[src/verilog/csrl_pkg.sv]
// Constants, types and behaviour notes for the supervisor reset logic
package csrl_pkg;

  localparam int unsigned CLK_PERIOD_NS  = 25;
  localparam int unsigned XTAL_HZ        = 32768;
  localparam int unsigned POR_TIME_MS    = 250;
  localparam int unsigned WDOG_TIME_MS   = 1500;
  localparam int unsigned DEB_TIME_US    = 500;
  localparam int unsigned XTAL_DEAD_NS   = 61035;
  // Least times round up, the crystal-loss limit rounds down
  localparam int unsigned POR_TICKS      = (POR_TIME_MS * XTAL_HZ + 999) / 1000;
  localparam int unsigned WDOG_TICKS     = (WDOG_TIME_MS * XTAL_HZ + 999) / 1000;
  localparam int unsigned DEB_TICKS      = (DEB_TIME_US * XTAL_HZ + 999999) / 1000000;
  localparam int unsigned XTAL_DEAD_CYC  = XTAL_DEAD_NS / CLK_PERIOD_NS;

  localparam int unsigned TMR_W          = 17;
  localparam int unsigned DEB_W          = 5;
  localparam int unsigned XD_W           = 12;

  typedef enum logic [1:0] {
    S_FAIL,
    S_LOCKOUT,
    S_RUN,
    S_STRETCH
  } csrl_state_e;

  // Pin levels passed through the two-stage synchroniser together
  typedef struct packed {
    logic supply_ok;
    logic kick_n;
    logic rst_pin_n;
    logic sram_sel_n;
    logic warn_below;
    logic xtal;
  } csrl_pins_s;

  localparam csrl_pins_s PINS_RST = '{supply_ok: 1'b0, kick_n: 1'b1, rst_pin_n: 1'b1,
                                      sram_sel_n: 1'b1, warn_below: 1'b0, xtal: 1'b0};

endpackage : csrl_pkg

[src/verilog/csrl_supervisor.sv]
// Processor supervisor: supply fail reset, push-button, watchdog and SRAM gating
`timescale 1ns/1ps
module csrl_supervisor
  import csrl_pkg::*;
#(
  parameter int unsigned POR_TICKS_P  = POR_TICKS,
  parameter int unsigned WDOG_TICKS_P = WDOG_TICKS
) (
  input  wire logic mclk_i,
  input  wire logic rst_i,
  input  wire logic xtal_clk_i,
  input  wire logic supply_ok_i,
  input  wire logic wdog_kick_n_i,
  input  wire logic rst_pin_n_i,
  output logic      rst_n_o,
  output logic      rst_n_oe_o,
  input  wire logic sram_sel_in_n_i,
  output logic      sram_sel_out_n_o,
  input  wire logic pwrwarn_below_i,
  output logic      pwrwarn_out_n_o,
  input  wire logic alarm_flag_i,
  input  wire logic alarm_irq_en_i,
  output logic      irq_o,
  output logic      xtal_lost_o
);

  csrl_pins_s               pin_raw;
  csrl_pins_s               pin_m;
  csrl_pins_s               sy;
  logic                     xtal_d;
  logic                     xtick;
  logic [XD_W-1:0]          xdead_cnt;
  logic                     xdead;
  logic                     kick_d;
  logic                     kick_fell;
  logic                     pb_low;
  logic [DEB_W-1:0]         deb_cnt;
  logic                     pb_hit;
  logic [TMR_W-1:0]         tmr;
  logic [TMR_W-1:0]         wdog_cnt;
  logic                     wdog_expire;
  logic                     tmr_done;
  csrl_state_e              state;
  csrl_state_e              next_state;
  logic                     hold_off;

  assign pin_raw = '{supply_ok: supply_ok_i, kick_n: wdog_kick_n_i, rst_pin_n: rst_pin_n_i,
                     sram_sel_n: sram_sel_in_n_i, warn_below: pwrwarn_below_i, xtal: xtal_clk_i};

  // Every pin except the alarm flag and enable crosses two flops; only the second stage is read
  always_ff @(posedge mclk_i or posedge rst_i) begin
    if (rst_i) begin
      pin_m <= PINS_RST;
      sy    <= PINS_RST;
    end else begin
      pin_m <= pin_raw;
      sy    <= pin_m;
    end
  end

  // Crystal rising edge is the timebase tick
  always_ff @(posedge mclk_i or posedge rst_i) begin
    if (rst_i) begin
      xtal_d <= 1'b0;
      kick_d <= 1'b1;
    end else begin
      xtal_d <= sy.xtal;
      kick_d <= sy.kick_n;
    end
  end
  assign xtick     = sy.xtal & ~xtal_d;
  assign kick_fell = kick_d & ~sy.kick_n;

  // A stopped crystal freezes all timing, so the block holds the processor in reset
  always_ff @(posedge mclk_i or posedge rst_i) begin
    if (rst_i) begin
      xdead_cnt <= '0;
    end else if (xtick) begin
      xdead_cnt <= '0;
    end else if (!xdead) begin
      xdead_cnt <= xdead_cnt + XD_W'(1);
    end
  end
  assign xdead = (xdead_cnt == XD_W'(XTAL_DEAD_CYC));

  // Push-button: the pin must read low while not driven here for the debounce time.
  // Release of our own drive leaves the pin low a few cycles; far shorter than debounce.
  assign pb_low = ~sy.rst_pin_n & ~rst_n_oe_o;
  always_ff @(posedge mclk_i or posedge rst_i) begin
    if (rst_i) begin
      deb_cnt <= '0;
    end else if (!pb_low || state != S_RUN) begin
      deb_cnt <= '0;
    end else if (xtick && !pb_hit) begin
      deb_cnt <= deb_cnt + DEB_W'(1);
    end
  end
  assign pb_hit = (deb_cnt == DEB_W'(DEB_TICKS));

  // Watchdog runs only while the processor is out of reset
  always_ff @(posedge mclk_i or posedge rst_i) begin
    if (rst_i) begin
      wdog_cnt <= '0;
    end else if (state != S_RUN || kick_fell) begin
      wdog_cnt <= '0;
    end else if (xtick) begin
      wdog_cnt <= wdog_cnt + TMR_W'(1);
    end
  end
  assign wdog_expire = xtick && !kick_fell && (wdog_cnt == TMR_W'(WDOG_TICKS_P - 1));

  // Reset-width timer shared by lockout and stretched resets
  always_ff @(posedge mclk_i or posedge rst_i) begin
    if (rst_i) begin
      tmr <= '0;
    end else if (next_state != state || state == S_RUN || state == S_FAIL) begin
      tmr <= '0;
    end else if (xtick) begin
      tmr <= tmr + TMR_W'(1);
    end
  end
  assign tmr_done = xtick && (tmr == TMR_W'(POR_TICKS_P - 1));

  always_comb begin
    next_state = state;
    if (!sy.supply_ok) begin
      next_state = S_FAIL;
    end else begin
      unique case (state)
        S_FAIL:    next_state = S_LOCKOUT;
        S_LOCKOUT: if (tmr_done) begin
          next_state = S_RUN;
        end
        S_RUN:     if (pb_hit || wdog_expire) begin
          next_state = S_STRETCH;
        end
        S_STRETCH: if (tmr_done && !pb_low) begin
          next_state = S_RUN;
        end
      endcase
    end
  end

  always_ff @(posedge mclk_i or posedge rst_i) begin
    if (rst_i) begin
      state <= S_FAIL;
    end else begin
      state <= next_state;
    end
  end

  // The button, watchdog strobe and SRAM select inputs are ignored until lockout ends
  assign hold_off = (state == S_FAIL) || (state == S_LOCKOUT);

  // Open-drain: the output level is always low, only the enable moves
  assign rst_n_o     = 1'b0;
  assign rst_n_oe_o  = (state != S_RUN) || xdead;
  assign xtal_lost_o = xdead;

  always_ff @(posedge mclk_i or posedge rst_i) begin
    if (rst_i) begin
      sram_sel_out_n_o <= 1'b1;
      pwrwarn_out_n_o  <= 1'b1;
      irq_o            <= 1'b0;
    end else begin
      sram_sel_out_n_o <= sy.sram_sel_n | hold_off | xdead | ~sy.supply_ok;
      pwrwarn_out_n_o  <= ~sy.warn_below;
      irq_o            <= alarm_flag_i & alarm_irq_en_i;
    end
  end
endmodule : csrl_supervisor

[config.mk]
export PLATFORM = sky130hd
export DESIGN_NAME = csrl_supervisor
export DESIGN_NICKNAME = d
export VERILOG_FILES = /design/src/verilog/csrl_pkg.sv /design/src/verilog/csrl_supervisor.sv
export SDC_FILE = /design/constraint.sdc
export NUM_CORES = 1
export LEC_CHECK = 0
export ABC_AREA = 1
export BUFFER_PORTS_ARGS = -buffer_cell sky130_fd_sc_hd__buf_2
export CAP_MARGIN = 15
export CORE_MARGIN = 2
export CORE_UTILIZATION = 45
export CTS_CLUSTER_DIAMETER = 200
export DETAILED_ROUTE_END_ITERATION = 10
export GPL_TIMING_DRIVEN = 0
export SLEW_MARGIN = 20
export SYNTH_ARGS = -nofsm -noshare
export SYNTH_HDL_FRONTEND = slang
export SYNTH_SLANG_ARGS = --single-unit
[constraint.sdc]
create_clock -name mclk_i -period 3.5 [get_ports mclk_i]
set_input_delay 0.35 -clock mclk_i [delete_from_list [all_inputs] [get_ports mclk_i]]
set_output_delay 0.35 -clock mclk_i [all_outputs]
set_load 0.005 [all_outputs]
Word level (Yosys, flattened, before mapping)
Cells that the tools add are included. W data, S select, Z words.

Bits in registers: 70. Output and inout port bits: 6.

Reductions and logical operators: 19. Bitwise logic cells: 13. Equal/unequal tests: 10. $add $sub $neg: 4. Mux-type cells: 13.

Operators by type and width (number): $mux W17 (4); $add A17 B1 Y17 const B (2); $mux W12 (2); $eq A17 B13 Y1 const B (1); $eq A17 B16 Y1 const B (1); $add A12 B1 Y12 const B (1); $eq A12 B12 Y1 const B (1); $mux W5 (2); $mux W2 (4); $pmux W2 S4 (1); $logic_or A1 B1 Y1 (7); $not A1 Y1 (6); $reduce_bool A2 Y1 (3); $add A5 B1 Y5 const B (1); $eq A5 B5 Y1 const B (1); $logic_and A1 B1 Y1 (5); $and A1 B1 Y1 (4); $eq A2 B2 Y1 const B (2); $ne A2 B2 Y1 const B (2); $logic_not A1 Y1 (3); $or A1 B1 Y1 (3); $eq A2 B1 Y1 const B (1); $logic_not A2 Y1 (1); $ne A2 B2 Y1 (1).

Depth between registers and ports, before layout
Gate-level depths: netlist (run 1).

Depth in word-level cells: 13. Gate-level depth with buffers: 11.

Least setup slack after synthesis (run 1)
No wires, ideal clock.

Path kind: register -> register. From: register tmr[0]. To: register tmr[0]. Period minus slack after synthesis: 1.476 ns. Cell stages (with the launch flop): 10. Required time: 3.429 ns. Path buffers: 1. Arrival: 1.405 ns. Slack: 2.024 ns. Cell sequence: dfrtp_1 -> ha_1 -> nand3_1 -> nor2_1 -> nand2_1 -> nor3_2 -> nor2_1 -> nand3_4 -> buf_6 -> nor2_1.

Cells in the longest elaborated chain, start to end: 10. Elaborated cells on any way between the ends: 14. Classes of those cells: add/sub (1); eq/ne (2); mux (6); reduce/logical (5).

RTL lines: start: declaration (RTL line csrl_supervisor.sv:39) `logic [TMR_W-1:0] tmr;`; start signal: assignment (RTL line csrl_supervisor.sv:119) `tmr <= tmr + TMR_W'(1);`; $eq A17 B13 Y1 (RTL line csrl_supervisor.sv:122) `assign tmr_done = xtick && (tmr == TMR_W'(POR_TICKS_P - 1));`; $logic_and A1 B1 Y1 (RTL line csrl_supervisor.sv:122); $logic_and A1 B1 Y1 (RTL line csrl_supervisor.sv:137) `S_STRETCH: if (tmr_done && !pb_low) begin`; $mux W2 (RTL line csrl_supervisor.sv:137); $pmux W2 S4 (RTL line csrl_supervisor.sv:129) `unique case (state)`; $mux W2 (RTL line csrl_supervisor.sv:126) `if (!sy.supply_ok) begin`; $ne A2 B2 Y1 (RTL line csrl_supervisor.sv:116) `end else if (next_state != state || state == S_RUN || state == S_FAIL) begin`; $logic_or A1 B1 Y1 (2 in a row) (RTL line csrl_supervisor.sv:116); $mux W17 / $reduce_bool A2 Y1 (equally long branches).

Parallel ways exist; a longest one is shown, timed or not. The select of a mux whose other input is x is not followed. A chain may end at the register's enable or synchronous reset.

Final worst setup path (run 1)
From: register xdead_cnt[0]. To: output rst_n_oe_o.

Cells in the longest elaborated chain, start to end: 2.

RTL lines: start: declaration (RTL line csrl_supervisor.sv:32) `logic [XD_W-1:0] xdead_cnt;`; start signal: assignment (RTL line csrl_supervisor.sv:81) `xdead_cnt <= xdead_cnt + XD_W'(1);`; $eq A12 B12 Y1 (RTL line csrl_supervisor.sv:84) `assign xdead = (xdead_cnt == XD_W'(XTAL_DEAD_CYC));`; $logic_or A1 B1 Y1 (RTL line csrl_supervisor.sv:157) `assign rst_n_oe_o = (state != S_RUN) || xdead;`; end: declaration (RTL line csrl_supervisor.sv:16) `output logic rst_n_oe_o,`.

No other way between the ends.

==> impl_metrics.tcl, run 1 <==
set metrics [dict create \
    grt_max_degree 45 \
    fin_skew_ps 8.797 \
    cts_htree_levels 3 \
    yosysSeqAreaShare_pct 52.05 \
    cp_data_required_time_ps 3150 \
    path_class "reg2out" \
    ys.warnings.count 0 \
    io_buffers 14 \
    fin_area_sq_um 3802 \
    start_kind "register" \
    yosysTopAreaCell "dfrtp_1" \
    dpl_cell_area_sq_um 3611 \
    grt_pass1_vias 2514 \
    grt_use_total_pct 16.69 \
    clk_pin_slew_worst_paths_ps 70 \
    clockRootBuffer "clkbuf_8" \
    synth_flop_cell "dfrtp_1" \
    irDropWorstVdd_mv 0.2792 \
    worst_setup_path_end_kind "primary output" \
    min_period_ps 1931 \
    setup_viol 0 \
    wl_met2_microns 2853 \
    globalplace.congestion 0.8237 \
    synth.most_common_cell "nand2_1" \
    overflow 0 \
    synthArstFlopShare_pct 100.0 \
    synthCells 399 \
    critical_path_arrival_ps 1580 \
    leakage_nw 1.645 \
    worstPathMaxFanout 6 \
    grt_setup_unrepaired "no" \
    syn2layout_area_growth_pct 12.26 \
    cts_tree "done" \
    antenna_found_initial 0 \
    wirelength_microns 6181 \
    fin_crit_sh_pct 55.17 \
    vias 2564 \
    cts_max_path_buffers 2 \
    top_layer_used "met4" \
    syn-num-nets 415 \
    hold_class "in2reg" \
    postCtsSetupRepairBufs 0 \
    die_h_microns 90.76 \
    final_antenna_net_count 0 \
    slew_viol_final 0 \
    syn_avg_cell_area_sq_um 8.489 \
    num_rows 31 \
    drt_iter0_drc 74 \
    finalHoldViolCount 0 \
    drive_above_1_share_pct 13.46 \
    cts_buffers 9 \
    maxCapViolations 0 \
    rr_startpoint "wdog_cnt[1]$_DFFE_PP0P_" \
    status "finished clean" \
    wire_per_inst_microns 11.66 \
    nNetsFinal 442 \
    floorplan.initialDensity_pct 46.70 \
    ys_ff_latch 70 \
    cts.sinks 70 \
    core_area_sq_um 7253 \
    viasPerCell 4.838 \
    fin_tns_setup_ps 0 \
    worstHoldStart "wdog_kick_n_i" \
    grt_pass1_wl_microns 11090 \
    dp_hpwl_microns 4441 \
    dr_wl_met3_microns 206 \
    max_freq_mhz 517.9 \
    synthesis.area_sq_um 3387 \
    synth_top_area_share_pct 45.07 \
    synth-edff-count 0 \
    die_w_microns 90.76 \
    ys_types 37 \
    netlist_top_cells_count "nand2_1 (72), nor2_1 (64), dfrtp_1 (61)" \
    p_per_area_nw_per_um2 407.3 \
    ctsResizeCount 0 \
    drc 0 \
    yosys-top-cells-area "dfrtp_1 (45%), nand2_1 (8.0%), nor2_1 (7.1%)" \
    crit_start "xdead_cnt[0]$_DFFE_PP0P_" \
    dieArea_sq_um 8236 \
    insertion_delay_ps 340 \
    hold_buffers 1 \
    wl_met1_microns 3037 \
    diodes 0 \
    drt_first_pass_iters 4 \
    io_pins 16 \
]
[state kept, by name (all words and copies together), names as in the netlist]
name              count
xtal_d                1
xdead_cnt            12
pwrwarn_out_n_o       1
deb_cnt               5
wdog_cnt             17
irq_o                 1
sram_sel_out_n_o      1
pin_m                 6
tmr                  17
state                 2
sy                    6
kick_d                1
[path summary, 6_finish.rpt]
kind,endpoint,slack [ps],cells past startpoint
setup reg to reg,tmr[8]$_DFFE_PP0P_,1760,8
hold / removal,pin_m[4]$_DFF_PP1_,100,1
min in group asynchronous,sy[1]$_DFF_PP0_,530,3
setup / recovery,rst_n_oe_o,1570,6
hold reg to reg,sy[0]$_DFF_PP0_,350,0
max in group asynchronous,sy[2]$_DFF_PP1_,2380,4
[metrics by stage]
stage | setup WS (ps) | total power, W | instances | hold slack, ps | util [%]
floorplan | 1397 | 0.0009362 | 399 | 331.2 | -
global placement | 507.0 | 0.0009628 | 512 | 332.4 | 49.37
detailed placement | 1781 | 0.0009699 | 513 | 334.7 | 49.78
CTS | 1522 | 0.001572 | 530 | 89.51 | 52.42
global route | 1411 | 0.001628 | 530 | 82.51 | 52.42
finish | 1569 | 0.001549 | 530 | 104.6 | 52.42
[metal layers]
layer	global-route usage, %	vias up
met4	5.256	0
met3	4.925	6
met1	22.07	1197
met5	0	-
li1	-	1336
met2	26.43	25
[where the power goes]
group          switching, W  total [W]  internal [W]
sequential        0.0000231   0.000862      0.000839
clock              0.000279   0.000595      0.000316
combinational     0.0000590  0.0000912     0.0000322
[layout by cell type, fill, tap and decap left out, drive strengths merged, types with 10 or more instances in the layout]
master	count
a21oi	17
clkbuf	17
xor2	10
nand3	24
nor3	22
buf	18
nor2	66
nand2	75
nand4	12
inv	53
o21ai	15
dfrtp	61
[cells by family after synthesis]
family / count (synthesis) / synth area share (%)
fa+ha+maj: 6 / 2.216
simple gates: 210 / 28.59
other cells: 1 / 0.1107
flops: 70 / 52.05
compound gates: 40 / 6.575
xor+xnor: 13 / 3.362
mux: 1 / 0.2955
buf+inv: 58 / 6.797
[critical path, cell delays in order (launching register included)]
cell and delay (ps):
dfrtp_1 430, ha_1 220, nand2_1 50, nor2_1 40, nand2_1 220, nand2_1 130
buf_2 150
[area by class of cell]
| type | instances | area [sq um] |
|---|---|---|
| clock buffer | 15 | 176.4 |
| inverter | 53 | 201.4 |
| clock inverter | 1 | 5.005 |
| multi-input combinational | 271 | 1394 |
| timing repair buffer | 16 | 107.6 |
| tap | 99 | 123.9 |
| buffer | 5 | 31.28 |
| sequential | 70 | 1763 |
| fill | 725 | 3451 |
No activity file was read; power rests on OpenSTA's default activity.
==> run 2, diff against run 1 <==
ABC_AREA = 0   (was 1)
clock period = 1.6 ns   (was 3.5 ns; I/O delays follow)
==> run 2 against run 1 <==
The run now ends with setup timing left. Synthesized cell count shrank 26%. Clock skew shrank 1.5 ps. Flip-flop and latch count is the same. Via count shrank 6.0%. Critical path type is now reg2reg. Critical endpoint is now tmr[16]$_DFFE_PP0P_. Largest cell class unchanged. Highest routed layer unchanged.
==> impl_metrics.tcl, run 2 <==
set metrics [dict create \
    status "finished, violations left" \
    violations "setup timing" \
    grt_pass1_wl_microns 10690 \
    cts_max_path_buffers 2 \
    max_freq_mhz 560.7 \
    min_period_ps 1784 \
    io_buffers 14 \
    antenna_found_initial 0 \
    yosysSeqAreaShare_pct 55.58 \
    grt_setup_unrepaired "yes" \
    core_area_sq_um 6794 \
    yosys-top-cells-area "dfrtp_1 (48%), dfstp_2 (7.5%), nor2_1 (5.6%)" \
    drive_above_1_share_pct 31.12 \
    viasPerCell 5.104 \
    critical_path_arrival_ps 2050 \
    synthArstFlopShare_pct 100.0 \
    clk_pin_slew_worst_paths_ps 80 \
    grt_pass1_vias 2314 \
    grt_max_degree 28 \
    synthesis.area_sq_um 3172 \
    clockRootBuffer "clkbuf_8" \
    dieArea_sq_um 7736 \
    cts_buffers 9 \
    dp_hpwl_microns 3786 \
    netlist_top_cells_count "dfrtp_1 (61), nor2_1 (47), xnor2_1 (20), xor2_1 (20), nand4_1 (18)" \
    io_pins 16 \
    p_per_area_nw_per_um2 895.4 \
    drt_first_pass_iters 4 \
    drt_iter0_drc 70 \
    synth.most_common_cell "dfrtp_1" \
    cp_top_family "simple AND/OR/NAND/NOR gates" \
    start_kind "register" \
    synth_flop_cell "dfrtp_1" \
    grt_use_total_pct 17.82 \
    path_cells "ha_2, nand3b_1, or4_4, or3_1, a21oi_1" \
    setup_viol 8 \
    ys_types 41 \
    slowest_stage "or4_4" \
    leakage_nw 1.771 \
    synth_top_area_share_pct 48.13 \
    wire_per_inst_microns 13.32 \
    syn-num-nets 313 \
    syn_avg_cell_area_sq_um 10.68 \
    syn2layout_area_growth_pct 32.03 \
    setup_ws_ps -183.6 \
    cts.sinks 70 \
    irDropWorstVdd_mv 0.8274 \
    hold_class "in2reg" \
    die_w_microns 87.96 \
    overflow 0 \
    ys_ff_latch 70 \
    floorplan.initialDensity_pct 46.69 \
    fin_crit_sh_pct 111.5 \
    top_regs "tmr: 17 flops, wdog_cnt: 17 flops, xdead_cnt: 12 flops" \
    final_cell_mix "dfrtp_1 (58), nor2_1 (44), buf_4 (38)" \
    synth-edff-count 0 \
    die_h_microns 87.96 \
    yosysTopAreaCell "dfrtp_1" \
    worstPathMaxFanout 5 \
    finalHoldViolCount 0 \
    drc 0 \
    ys.warnings.count 0 \
    worst_setup_path_end_kind "register" \
    maxCapViolations 0 \
    fin_skew_ps 7.300 \
    cts_htree_levels 3 \
    cts_tree "done" \
    layout_commonest_cell "dfrtp_1" \
    slew_viol_final 0 \
    path_class "reg2reg" \
    wirelength_microns 6287 \
    nNetsFinal 387 \
    insertion_delay_ps 340 \
    diodes 0 \
    whs_ps 31.26 \
    num_rows 30 \
    fin_tns_setup_ps -830.8 \
    globalplace.congestion 0.7494 \
    vias 2409 \
    final_antenna_net_count 0 \
    worst-path-buf-inv 0 \
    slowest_delay_ps 490 \
    synthCells 297 \
    cp_data_required_time_ps 1860 \
]
run 2: final timing paths:
check                              startpoint                         to  slack (ps)  cells past startpoint
setup / recovery           tmr[0]$_DFFE_PP0P_        tmr[16]$_DFFE_PP0P_        -180                      5
hold / removal                   alarm_flag_i            irq_o$_DFF_PP0_          30                      2
setup reg to reg           tmr[0]$_DFFE_PP0P_        tmr[16]$_DFFE_PP0P_        -180                      5
hold reg to reg               sy[1]$_DFF_PP0_  pwrwarn_out_n_o$_DFF_PP1_         350                      1
max in group asynchronous               rst_i         pin_m[4]$_DFF_PP1_         470                      5
min in group asynchronous               rst_i         tmr[0]$_DFFE_PP0P_         390                      3
run 2: what timing repair did:
action,4_1_cts,5_1_grt
hold buffers,7,1
gates cloned,1,0
pin swaps,3,15
hold endpoints to repair,25,1
resized for setup,22,23
setup buffers,26,13
setup endpoints to repair,52,47
run 2: cell type report:
| class | instances | area [sq um] |
|---|---|---|
| Multi-Input combinational cell | 208 | 1483 |
| Inverter | 12 | 48.80 |
| Tap cell | 96 | 120.1 |
| Fill cell | 555 | 2606 |
| Clock buffer | 10 | 127.6 |
| Clock inverter | 6 | 93.84 |
| Buffer | 6 | 42.54 |
| Timing Repair Buffer | 64 | 505.5 |
| Sequential cell | 70 | 1767 |
run 2: power breakdown:
part           leakage [nW]  internal [W]  switching [W]
clock                 0.107      0.000889       0.000684
combinational         0.746      0.000153       0.000141
sequential            0.917       0.00183      0.0000487
total                  1.77       0.00288       0.000874
run 2: per-layer routing:
metal / routed length [microns] / GRT usage [%] / vias up / share of wire [%]
met4: 119 / 5.035 / 0 / 1.9
met1: 3034 / 23.77 / 1190 / 48
met3: 172 / 5.749 / 9 / 2.7
met5: 0 / 0 / - / 0
met2: 2960 / 28.10 / 26 / 47
li1: - / - / 1184 / -
run 2: kinds of logic after synthesis:
family | count (synthesis) | synth area share, %
adder cells (fa/ha/maj) | 6 | 2.367
flip-flops | 70 | 55.58
multiplexers | 2 | 0.6312
AO/OA/AOI/OAI | 20 | 3.945
XOR/XNOR | 40 | 11.05
other | 1 | 0.1182
buffers and inverters | 19 | 2.406
AND/OR/NAND/NOR | 139 | 23.91
run 2: through the flow:
stage | util [%] | setup WS, ps | instance area (sq um) | total power, W | cells
after floorplan | - | -114.2 | 3189 | 0.002046 | 297
after global placement | 49.74 | -420.0 | 3379 | 0.002104 | 407
after detailed placement | 50.33 | -442.8 | 3420 | 0.002121 | 409
after CTS | 58.82 | -158.9 | 3996 | 0.003761 | 458
after global routing | 61.64 | -265.9 | 4188 | 0.003930 | 472
final | 61.64 | -183.6 | 4188 | 0.003750 | 472
